**src/pbpja_pkg.sv**
```systemverilog
// Package for page-bounds protection and per-state cycle accounting.
// Assumes selector addresses are the low 16 bits of the selector register.
package pbpja_pkg;
  localparam logic [15:0] BOUNDS5_ADDR   = 16'h05A0;
  localparam logic [15:0] BOUNDS6_ADDR   = 16'h05C0;
  localparam logic [15:0] BOUNDS7_ADDR   = 16'h05E0;
  localparam logic [15:0] ACCT_BASE      = 16'h0600;
  localparam logic [15:0] ACCT_MASK      = 16'hFF1E;
  localparam logic [15:0] ECC_MDATA_ADDR = 16'h0800;
  localparam logic [15:0] ECC_LOG_ADDR   = 16'h0A00;
  localparam logic [15:0] ECC_GEN_ADDR   = 16'h0C00;
  localparam logic [15:0] ECC_READ_ADDR  = 16'h0E00;
  localparam logic [15:0] ECC_MASK       = 16'hFEFF;
  localparam logic [15:0] BOUNDS_OFF     = 16'hFF00;
  localparam logic [15:0] BOUNDS_RESET   = 16'hFF00;
  localparam logic [11:0] TRAP_ADDR      = 12'h010;
  localparam int          PAGE_BITS      = 8;
  localparam int          UPPER_MSB      = 15;
  localparam int          UPPER_LSB      = 8;
  localparam int          LOWER_MSB      = 7;
  localparam int          LOWER_LSB      = 0;
  localparam logic [2:0]  FIRST_PROT     = 3'h5;
  localparam logic [31:0] COUNT_RESET    = 32'h0000_0000;
endpackage : pbpja_pkg

```
**src/pbpja_core.sv**
```systemverilog
// Page-bounds write protection for states 5..7 and per-state cycle counters.
// Assumes one request per major cycle; all inputs synchronous to clk.
// Operation
// - Three 16-bit bounds registers guard writes of states 5, 6 and 7.
// - Protection works on 256-byte pages from upper address bits.
// - Left byte holds maximum page, right byte holds minimum page.
// - Equal maximum and minimum confine writes to that one page.
// - Bounds value FF00 disables protection for that state.
// - Page above maximum or below minimum flags an addressing violation.
// - Violation traps to control address 010 and suppresses the write.
// - Bounds registers sit at selector 05A0, 05C0 and 05E0.
// - Each cycle increments its state's counter except accounting references.
// - Any write to a counter clears all 32 bits.
// - Four ECC quantities are read-only at 0800..0F00.
`timescale 1ns/1ps
module pbpja_core #(
  parameter int NUM_STATES = 8
) (
  input  wire logic        clk,
  input  wire logic        rst,
  input  wire logic [2:0]  proc_state,
  input  wire logic        cycle_valid,
  input  wire logic        ro_read,
  input  wire logic        ro_write,
  input  wire logic [15:0] sel_addr,
  input  wire logic [15:0] ro_wdata,
  input  wire logic        ms_write_req,
  input  wire logic [15:0] ecc_mem_data,
  input  wire logic [15:0] ecc_log,
  input  wire logic [15:0] ecc_gen_check,
  input  wire logic [15:0] ecc_read_check,
  output logic [15:0]      ro_rdata,
  output logic             ro_hit,
  output logic             ms_write_en,
  output logic             trap_req,
  output logic [11:0]      trap_addr
);
  // Reject sizes that the fixed address map cannot serve
  if (NUM_STATES != 8) begin : g_bad_states
    $error("pbpja_core serves exactly eight states");
  end

  // Limitation: the write address is checked as given, no relocation applied;
  // the selector page is taken as the target page of the write.

  // Bounds registers, one per protected state
  logic [15:0] state5_page_bounds;
  logic [15:0] state6_page_bounds;
  logic [15:0] state7_page_bounds;

  // Cycle counters, one per processor state
  logic [31:0] state0_cycle_counter;
  logic [31:0] state1_cycle_counter;
  logic [31:0] state2_cycle_counter;
  logic [31:0] state3_cycle_counter;
  logic [31:0] state4_cycle_counter;
  logic [31:0] state5_cycle_counter;
  logic [31:0] state6_cycle_counter;
  logic [31:0] state7_cycle_counter;

  logic [7:0]  page;
  logic        prot_state;
  logic [15:0] active_bounds;
  logic        violation;
  logic        ro_wr_cycle;
  logic        acct_ref;
  logic        acct_clear;
  logic        count_tick;
  logic [2:0]  acct_idx;
  logic [31:0] acct_sel;
  logic        bnd_hit;
  logic        ecc_hit;
  logic [15:0] ecc_sel;
  logic [15:0] next_rdata;
  logic        next_hit;

  // Bounds compare; FF00 means unprotected
  function automatic logic out_of_bounds(input logic [15:0] bnd,
                                         input logic [7:0]  pg);
    if (bnd == pbpja_pkg::BOUNDS_OFF) begin
      return 1'b0;
    end
    // Equal limits pass only that page
    return (pg > bnd[pbpja_pkg::UPPER_MSB:pbpja_pkg::UPPER_LSB]) ||
           (pg < bnd[pbpja_pkg::LOWER_MSB:pbpja_pkg::LOWER_LSB]);
  endfunction : out_of_bounds

  // Both printed addresses of each ECC word decode alike
  function automatic logic [15:0] ecc_key(input logic [15:0] addr);
    return addr & pbpja_pkg::ECC_MASK;
  endfunction : ecc_key

  // Counter decode ignores the state and word fields
  function automatic logic is_acct(input logic [15:0] addr);
    return (addr & pbpja_pkg::ACCT_MASK) == pbpja_pkg::ACCT_BASE;
  endfunction : is_acct

  // Silent modulo-2^32 step, no overflow event
  function automatic logic [31:0] count_step(input logic [31:0] value);
    return value + 32'h0000_0001;
  endfunction : count_step

  // Clear wins over count for the addressed state
  function automatic logic [31:0] next_count(input logic [31:0] value,
                                             input logic        clear,
                                             input logic        tick);
    if (clear) begin
      return pbpja_pkg::COUNT_RESET;
    end
    if (tick) begin
      return count_step(value);
    end
    return value;
  endfunction : next_count

  // Page number is left byte of the selector
  assign page        = sel_addr[15:16-pbpja_pkg::PAGE_BITS];
  assign prot_state  = proc_state >= pbpja_pkg::FIRST_PROT;
  assign ro_wr_cycle = cycle_valid && ro_write;
  assign acct_ref    = is_acct(sel_addr);
  assign acct_idx    = sel_addr[7:5];
  assign acct_clear  = ro_wr_cycle && acct_ref;
  assign count_tick  = cycle_valid && !((ro_read || ro_write) && acct_ref);
  assign bnd_hit     = sel_addr == pbpja_pkg::BOUNDS5_ADDR ||
                       sel_addr == pbpja_pkg::BOUNDS6_ADDR ||
                       sel_addr == pbpja_pkg::BOUNDS7_ADDR;
  assign ecc_hit     = ecc_key(sel_addr) == pbpja_pkg::ECC_MDATA_ADDR ||
                       ecc_key(sel_addr) == pbpja_pkg::ECC_LOG_ADDR ||
                       ecc_key(sel_addr) == pbpja_pkg::ECC_GEN_ADDR ||
                       ecc_key(sel_addr) == pbpja_pkg::ECC_READ_ADDR;

  // States 0..4 see the open value and so never trap
  always_comb begin
    case (proc_state)
      3'h5:    active_bounds = state5_page_bounds;
      3'h6:    active_bounds = state6_page_bounds;
      3'h7:    active_bounds = state7_page_bounds;
      default: active_bounds = pbpja_pkg::BOUNDS_OFF;
    endcase
  end

  assign violation = cycle_valid && ms_write_req && prot_state &&
                     out_of_bounds(active_bounds, page);

  // Counter selected by the address state field
  always_comb begin
    case (acct_idx)
      3'h0:    acct_sel = state0_cycle_counter;
      3'h1:    acct_sel = state1_cycle_counter;
      3'h2:    acct_sel = state2_cycle_counter;
      3'h3:    acct_sel = state3_cycle_counter;
      3'h4:    acct_sel = state4_cycle_counter;
      3'h5:    acct_sel = state5_cycle_counter;
      3'h6:    acct_sel = state6_cycle_counter;
      3'h7:    acct_sel = state7_cycle_counter;
      default: acct_sel = pbpja_pkg::COUNT_RESET;
    endcase
  end

  // ECC words pass straight from the storage side
  always_comb begin
    case (ecc_key(sel_addr))
      pbpja_pkg::ECC_MDATA_ADDR: ecc_sel = ecc_mem_data;
      pbpja_pkg::ECC_LOG_ADDR:   ecc_sel = ecc_log;
      pbpja_pkg::ECC_GEN_ADDR:   ecc_sel = ecc_gen_check;
      pbpja_pkg::ECC_READ_ADDR:  ecc_sel = ecc_read_check;
      default:                   ecc_sel = 16'h0000;
    endcase
  end

  // Read answer; unmapped and non-read cycles give zero
  always_comb begin
    next_rdata = 16'h0000;
    next_hit   = 1'b0;
    if (cycle_valid && ro_read) begin
      if (acct_ref) begin
        next_hit   = 1'b1;
        next_rdata = sel_addr[0] ? acct_sel[15:0] : acct_sel[31:16];
      end else if (bnd_hit) begin
        next_hit = 1'b1;
        case (sel_addr)
          pbpja_pkg::BOUNDS5_ADDR: next_rdata = state5_page_bounds;
          pbpja_pkg::BOUNDS6_ADDR: next_rdata = state6_page_bounds;
          default:                 next_rdata = state7_page_bounds;
        endcase
      end else if (ecc_hit) begin
        next_hit   = 1'b1;
        next_rdata = ecc_sel;
      end
    end
  end

  // Bounds reset to unprotected so boot code is not trapped
  always_ff @(posedge clk) begin
    if (rst) begin
      state5_page_bounds <= pbpja_pkg::BOUNDS_RESET;
    end else if (ro_wr_cycle && sel_addr == pbpja_pkg::BOUNDS5_ADDR) begin
      state5_page_bounds <= ro_wdata;
    end
  end

  always_ff @(posedge clk) begin
    if (rst) begin
      state6_page_bounds <= pbpja_pkg::BOUNDS_RESET;
    end else if (ro_wr_cycle && sel_addr == pbpja_pkg::BOUNDS6_ADDR) begin
      state6_page_bounds <= ro_wdata;
    end
  end

  always_ff @(posedge clk) begin
    if (rst) begin
      state7_page_bounds <= pbpja_pkg::BOUNDS_RESET;
    end else if (ro_wr_cycle && sel_addr == pbpja_pkg::BOUNDS7_ADDR) begin
      state7_page_bounds <= ro_wdata;
    end
  end

  // Clear ignores data and word select
  always_ff @(posedge clk) begin
    if (rst) begin
      state0_cycle_counter <= pbpja_pkg::COUNT_RESET;
    end else begin
      state0_cycle_counter <= next_count(state0_cycle_counter,
                                         acct_clear && acct_idx == 3'h0,
                                         count_tick && proc_state == 3'h0);
    end
  end

  always_ff @(posedge clk) begin
    if (rst) begin
      state1_cycle_counter <= pbpja_pkg::COUNT_RESET;
    end else begin
      state1_cycle_counter <= next_count(state1_cycle_counter,
                                         acct_clear && acct_idx == 3'h1,
                                         count_tick && proc_state == 3'h1);
    end
  end

  always_ff @(posedge clk) begin
    if (rst) begin
      state2_cycle_counter <= pbpja_pkg::COUNT_RESET;
    end else begin
      state2_cycle_counter <= next_count(state2_cycle_counter,
                                         acct_clear && acct_idx == 3'h2,
                                         count_tick && proc_state == 3'h2);
    end
  end

  always_ff @(posedge clk) begin
    if (rst) begin
      state3_cycle_counter <= pbpja_pkg::COUNT_RESET;
    end else begin
      state3_cycle_counter <= next_count(state3_cycle_counter,
                                         acct_clear && acct_idx == 3'h3,
                                         count_tick && proc_state == 3'h3);
    end
  end

  always_ff @(posedge clk) begin
    if (rst) begin
      state4_cycle_counter <= pbpja_pkg::COUNT_RESET;
    end else begin
      state4_cycle_counter <= next_count(state4_cycle_counter,
                                         acct_clear && acct_idx == 3'h4,
                                         count_tick && proc_state == 3'h4);
    end
  end

  always_ff @(posedge clk) begin
    if (rst) begin
      state5_cycle_counter <= pbpja_pkg::COUNT_RESET;
    end else begin
      state5_cycle_counter <= next_count(state5_cycle_counter,
                                         acct_clear && acct_idx == 3'h5,
                                         count_tick && proc_state == 3'h5);
    end
  end

  always_ff @(posedge clk) begin
    if (rst) begin
      state6_cycle_counter <= pbpja_pkg::COUNT_RESET;
    end else begin
      state6_cycle_counter <= next_count(state6_cycle_counter,
                                         acct_clear && acct_idx == 3'h6,
                                         count_tick && proc_state == 3'h6);
    end
  end

  always_ff @(posedge clk) begin
    if (rst) begin
      state7_cycle_counter <= pbpja_pkg::COUNT_RESET;
    end else begin
      state7_cycle_counter <= next_count(state7_cycle_counter,
                                         acct_clear && acct_idx == 3'h7,
                                         count_tick && proc_state == 3'h7);
    end
  end

  // Read data registered so it stands one cycle
  always_ff @(posedge clk) begin
    if (rst) begin
      ro_rdata <= 16'h0000;
    end else begin
      ro_rdata <= next_rdata;
    end
  end

  always_ff @(posedge clk) begin
    if (rst) begin
      ro_hit <= 1'b0;
    end else begin
      ro_hit <= next_hit;
    end
  end

  // Write gating at the end of the major cycle
  always_ff @(posedge clk) begin
    if (rst) begin
      ms_write_en <= 1'b0;
    end else begin
      ms_write_en <= cycle_valid && ms_write_req && !violation;
    end
  end

  // Trap pulse; the vector shows only while the pulse stands
  always_ff @(posedge clk) begin
    if (rst) begin
      trap_req <= 1'b0;
    end else begin
      trap_req <= violation;
    end
  end

  always_ff @(posedge clk) begin
    if (rst) begin
      trap_addr <= 12'h000;
    end else begin
      trap_addr <= violation ? pbpja_pkg::TRAP_ADDR : 12'h000;
    end
  end
endmodule : pbpja_core

```
**config.mk**
```make
export PLATFORM = sky130hd
export DESIGN_NAME = pbpja_core
export DESIGN_NICKNAME = d
export VERILOG_FILES = /design/src/pbpja_pkg.sv /design/src/pbpja_core.sv
export SDC_FILE = /design/constraint.sdc
export NUM_CORES = 1
export LEC_CHECK = 0
export BUFFER_PORTS_ARGS = -buffer_cell sky130_fd_sc_hd__buf_2
export CAP_MARGIN = 15
export CORE_ASPECT_RATIO = 0.75
export CORE_MARGIN = 10
export CORE_UTILIZATION = 55
export CTS_CLUSTER_DIAMETER = 100
export DETAILED_ROUTE_END_ITERATION = 8
export PLACE_DENSITY_LB_ADDON = 0.05
export SYNTH_ARGS = -nofsm -noshare
export SYNTH_HDL_FRONTEND = slang
export SYNTH_SLANG_ARGS = --single-unit
```
**constraint.sdc**
```tcl
create_clock -name clk -period 2.55 [get_ports clk]
set_input_delay 0.255 -clock clk [delete_from_list [all_inputs] [get_ports clk]]
set_output_delay 0.255 -clock clk [all_outputs]
set_load 0.1 [all_outputs]
```
After elaboration in Yosys (flattened, before gate mapping)

Cells that the tools add are included.

Flip-flop bits (word level): 335
Latch bits: 0
Output and inout port bits: 31
Memories: 0
Logic and storage cells: 186
Bits in writable memories: 0
ROM bits: 0

Divide/modulo/power cells: 0
Multipliers: 0
Add/subtract/negate cells: 8
Equal/unequal tests: 23
Shifts and indexed selects: 0
Bitwise gates (word level): 1
Reductions and logical operators: 48
Mux-type cells: 87
Order comparisons: 3

Operator list:

| kind                                                                     | number |
|---|---|
| 32-bit two-way mux                                                       | 32 |
| 32-bit by 1-bit adder with 32-bit output (second input constant)         | 8 |
| 32-bit case mux with 8 select lines                                      | 1 |
| 16-bit two-way mux                                                       | 4 |
| 16-bit case mux with 4 select lines                                      | 1 |
| 15-bit by 11-bit equality test with 1-bit output (second input constant) | 4 |
| 16-bit by 11-bit equality test with 1-bit output (second input constant) | 3 |
| 16-bit case mux with 3 select lines                                      | 1 |
| 1-bit two-way mux                                                        | 46 |
| 16-bit case mux with 2 select lines                                      | 1 |
| 1-bit logical AND                                                        | 28 |
| 3-bit equality test (second input constant)                              | 8 |
| 16-bit equality test (second input constant)                             | 1 |
| 2-bit nonzero test                                                       | 8 |
| 12-bit by 7-bit equality test with 1-bit output (second input constant)  | 1 |
| 3-bit by 2-bit equality test with 1-bit output (second input constant)   | 4 |
| 8-bit greater-than comparator                                            | 1 |
| 8-bit less-than comparator                                               | 1 |
| 1-bit logical OR                                                         | 7 |
| 3-bit by 1-bit equality test with 1-bit output (second input constant)   | 2 |
| 3-bit zero test                                                          | 2 |
| 5-bit two-way mux                                                        | 1 |
| 3-bit greater-or-equal comparator (second input constant)                | 1 |
| 1-bit zero test                                                          | 2 |
| 2 further kinds                                                          | 2 |

Depth between registers and ports, before layout

Depth after elaboration: 10
Mapped depth: 13
Gate-level depth less buffers: 10

Worst setup path before layout

No wires, ideal clock.

Path type: input port to flip-flop
Start point: input port proc_state[1]
End point: register trap_addr[4]
Stages on the path: 11
Path buffers: 2
Slack: 0.051 ns
Arrival time: 2.433 ns
Library setup time: 0.066 ns
Cell sequence: clkbuf_1 -> nor2b_1 -> clkbuf_1 -> a22oi_1 -> nand2b_1 -> ha_1 -> or4_1 -> o2111ai_1 -> nand3_1 -> a221oi_1 -> nor2b_1

Word-level cells in the longest chain between the ends: 7

Ends and longest elaborated chain:

| item                                                         | line                               | source |
|---|---|---|
| from (decl)                                                  | pbpja_core.sv:21                   | `input wire logic [2:0] proc_state,` |
| 3-bit equality test                                          | pbpja_core.sv:134                  | `case (proc_state)` |
| 16-bit case mux with 3 select lines                          | pbpja_core.sv:134                  |  |
| 8-bit greater-than comparator, or another cell as far along  | pbpja_core.sv:84                   | `return (pg > bnd[pbpja_pkg::UPPER_MSB:pbpja_pkg::UPPER_LSB]) \|\|` |
| 1-bit logical OR / 1-bit two-way mux (equally long branches) | pbpja_core.sv:84, pbpja_core.sv:80 |  |
| 1-bit two-way mux                                            | pbpja_core.sv:84                   |  |
| 1-bit logical AND (*)                                        | pbpja_core.sv:142                  | `assign violation = cycle_valid && ms_write_req && prot_state &&` |
| 5-bit two-way mux (*)                                        | pbpja_core.sv:338                  | `trap_addr <= violation ? pbpja_pkg::TRAP_ADDR : 12'h000;` |
| to (signal assigned)                                         | pbpja_core.sv:338                  |  |
| to (decl)                                                    | pbpja_core.sv:36                   | `output logic [11:0] trap_addr` |

Mark *: on every way between the ends. The rest lies on a longest branch, timed or not.
A chain may end at the register's enable or synchronous reset.

Worst setup path after layout

Start point: register state6_page_bounds[1]
End point: register trap_addr[4]

Word-level cells in the longest chain between the ends: 6

Ends and longest elaborated chain:

| item                                                                      | line                               | source |
|---|---|---|
| from (decl)                                                               | pbpja_core.sv:48                   | `logic [15:0] state6_page_bounds;` |
| from (signal assigned)                                                    | pbpja_core.sv:204                  | `state6_page_bounds <= pbpja_pkg::BOUNDS_RESET;` |
| from (signal assigned)                                                    | pbpja_core.sv:206                  | `state6_page_bounds <= ro_wdata;` |
| 16-bit case mux with 3 select lines (*)                                   | pbpja_core.sv:134                  |  |
| 8-bit less-than comparator / 16-bit equality test (equally long branches) | pbpja_core.sv:85, pbpja_core.sv:80 |  |
| 1-bit logical OR / 1-bit two-way mux (equally long branches)              | pbpja_core.sv:84, pbpja_core.sv:80 |  |
| 1-bit two-way mux (*)                                                     | pbpja_core.sv:84                   |  |
| 1-bit logical AND (*)                                                     | pbpja_core.sv:142                  |  |
| 5-bit two-way mux (*)                                                     | pbpja_core.sv:338                  |  |

Marks and branches as above.

==> results.toml <==
[status]
status = "finished, final reports clean"

[yosys]
syn_avg_cell_area_sq_um = 8.33
yosys_warnings = 0
postSynthCellCount = 2152
synth-edff-count = 0
ys_ff_latch = 323
yosysSeqAreaShare = 0.361
synthFlopType = "dfxtp_1"
async_flop_share = 0
synth_area_sq_mm = 0.0179
synth_cell_types = 76

[cts]
postCtsSetupRepairBufs = 0
cts.sinks = 323
clk_pin_slew_ps = 60
root_buffer = "clkbuf_16"
cts_buffers = 35
cts_tree = "yes"
clockBufferDepth = 3
cts.htree.levels = 2
clock_latency_ps = 540

[route]
vias = 17392
routedWlPerCell_um = 22.9
ant_nets = 0
viasPerCell = 6.19
drc = 0
routed_wl_um = 64300
first_pass_iters = 6
drt_iter0_markers = 2147

[placed_design]
io_buffer_count = 124
place_area_sq_mm = 0.0200
post-place-ws_ps = -144
gp_congestion = 0.962
dp_hpwl_um = 48900

[grt]
grt.total_usage = 0.306
antenna_found_initial = 1
grt_pass1_wl_um = 97100
gr-total-overflow = 0
grt_pass1_vias = 16053
grt_max_degree = 37

[timing]
setup_viol = 0
worstMarginPinSlew_ps = 931
tns_ps = 0
fin_skew_ps = 13.2
slew_viol_final = 0
finalCritPeriodShare = 0.959
rsz0062_at_grt = "false"
slew-limit-headroom = 0.374
hold_violations = 0
timing.fmax_ghz = 0.409
min_period_ps = 2450
finalWorstSetupSlack_ps = 104

[floorplanning]
start_util = 0.555
rows = 57
die_h_um = 176
dieArea_sq_mm = 0.0403
die_w_um = 229
ios = 136
fp.coreArea_sq_mm = 0.0323

[layout]
drive_gt1_frac = 0.168
post-route-util = 0.656
nNetsFinal = 2473
antenna_cells = 0
synthToLayoutAreaGrowth_pct = 18.2
final_cell_mix = "323 x dfxtp_1, 286 x nor2_1, 210 x nand2_1"
finish.instance_area_sq_mm = 0.0212
final_common_cell = "dfxtp_1"

[job]
cap_violations = 0

[worst_hold_path]
hold_path_class = "in -> reg"
worstHoldStart = "ro_read"

[power_and_ir_drop]
swShare = 0.249
ir_drop_v = 0.000469
power_density_mw_per_mm2 = 515
sequentialPowerShare = 0.464
combPwrFrac = 0.086
p_switching_mw = 2.71
report.power.total_mw = 10.9
internal-power_mw = 8.20
p_leak_nw = 7.84
clock_power_share = 0.450

[worst_setup_path]
critPathKind = "reg -> reg"
crit_path_start = "state6_page_bounds[1]$_SDFFE_PP0P_"
setup.worst_path.start_class = "register"
cp_max_fo = 3
crit_arrival_ps = 2920
end_kind = "register"
rr_startpoint = "state6_page_bounds[1]$_SDFFE_PP0P_"
worstPathRequired_ps = 3020
==> stage by stage <==
stage,cells,hold slack [ps]
after detailed placement,2733,461
after global routing,2809,208
after floorplan,2162,373
final,2809,191
after CTS,2809,172
after global placement,2733,456
==> per-layer routing <==
metal  track usage  part of all wire  wire length (um)  up-vias
met5             0                 0                 0        -
met1         0.450              0.45             29100     8366
met3        0.0843              0.11              7280      105
met4        0.0765             0.023              1450        0
met2         0.430              0.41             26400      895
li1              -                 -                 -     8026
==> cell families after synthesis <==
| group | after synthesis | share of synthesized area |
|---|---|---|
| other | 1 | 0.000209 |
| adder cells (fa/ha/maj) | 23 | 0.0160 |
| AO/OA/AOI/OAI | 326 | 0.120 |
| buffers and inverters | 188 | 0.0491 |
| XOR/XNOR | 217 | 0.106 |
| AND/OR/NAND/NOR | 969 | 0.269 |
| multiplexers | 105 | 0.0793 |
| flip-flops | 323 | 0.361 |
==> final cells by class <==
class,instances,area (sq um)
multi-input cells,1651,10600
flip-flops and latches,323,6470
clock inverters,9,88.8
repair buffers,288,2290
clock buffers,50,982
well taps,442,553
fillers,2741,11100
inverters,46,173
==> worst max-delay path, stage by stage, from the launching register on <==
cell       delay [ps]
dfxtp_1           380
mux2_2            170
a22oi_1           100
nand2b_1          170
ha_1              180
or4_1             480
o2111ai_1         180
nand3_1           100
a221oi_1          420
nor2b_1           190
==> worst paths after layout <==
check                                                     endpoint  slack, ps  cells after the start
worst max-delay path                       trap_addr[4]$_SDFF_PP0_        100                      9
worst min-delay path                       ro_rdata[13]$_SDFF_PP0_        190                      4
worst max register to register             trap_addr[4]$_SDFF_PP0_        100                      9
worst min register to register  state7_page_bounds[3]$_SDFFE_PP0P_        470                      2
==> cell usage after synthesis (5+ instances only) <==
cell | instances | share of area
mux2i_1 | 54 | 0.030
a31oi_1 | 5 | 0.0017
inv_1 | 46 | 0.0096
nand3_1 | 109 | 0.030
xor2_1 | 108 | 0.053
o221ai_1 | 8 | 0.0039
nor2_1 | 286 | 0.060
nor4_1 | 36 | 0.013
clkbuf_1 | 56 | 0.012
ha_1 | 23 | 0.016
a22oi_1 | 26 | 0.011
and3_1 | 37 | 0.013
a21o_1 | 6 | 0.0025
o211ai_1 | 5 | 0.0021
a221o_1 | 7 | 0.0039
nor2b_1 | 17 | 0.0059
a32oi_1 | 7 | 0.0034
a211oi_1 | 18 | 0.0075
xnor2_1 | 109 | 0.053
or4_1 | 6 | 0.0025
mux4_2 | 26 | 0.033
nand2b_1 | 9 | 0.0031
nand2_1 | 210 | 0.044
a221oi_1 | 13 | 0.0063
nand4_1 | 66 | 0.023
mux2_2 | 24 | 0.015
buf_4 | 29 | 0.012
buf_2 | 47 | 0.013
dfxtp_1 | 323 | 0.36
and4_1 | 25 | 0.012
a22o_1 | 20 | 0.0098
nand4_2 | 5 | 0.0035
or3_1 | 33 | 0.012
buf_1 | 9 | 0.0019
o21ai_0 | 67 | 0.019
nand3b_1 | 22 | 0.0092
or2_2 | 8 | 0.0028
and2_1 | 11 | 0.0038
a2bb2oi_1 | 5 | 0.0024
a21oi_1 | 109 | 0.030
nor3_1 | 70 | 0.020
==> registers in the layout (all words and copies together) (netlist names) <==
signal                cells
state3_cycle_counter     32
ms_write_en               1
ro_rdata                 16
state5_cycle_counter     32
state4_cycle_counter     32
state7_page_bounds       16
state1_cycle_counter     32
state0_cycle_counter     32
state5_page_bounds       16
state2_cycle_counter     32
trap_addr                 1
state6_page_bounds       16
state7_cycle_counter     32
state6_cycle_counter     32
ro_hit                    1
==> timing repair <==
item,4_1_cts,5_1_grt
setup endpoints to repair,0,8
hold endpoints to repair,48,0
resized for setup,0,1
hold buffers,17,0
==> power by group through the flow <==
| stage | clock [mW] | sequential (mW) | combinational [mW] |
|---|---|---|---|
| after detailed placement | 0 | 5.17 | 0.896 |
| final | 4.91 | 5.06 | 0.944 |
| after floorplan | 0 | 5.17 | 0.505 |
| after global placement | 0 | 5.17 | 0.892 |
| after global routing | 5.15 | 5.06 | 0.982 |
| after CTS | 4.96 | 5.06 | 0.921 |
(Power assumes the default switching activity.)
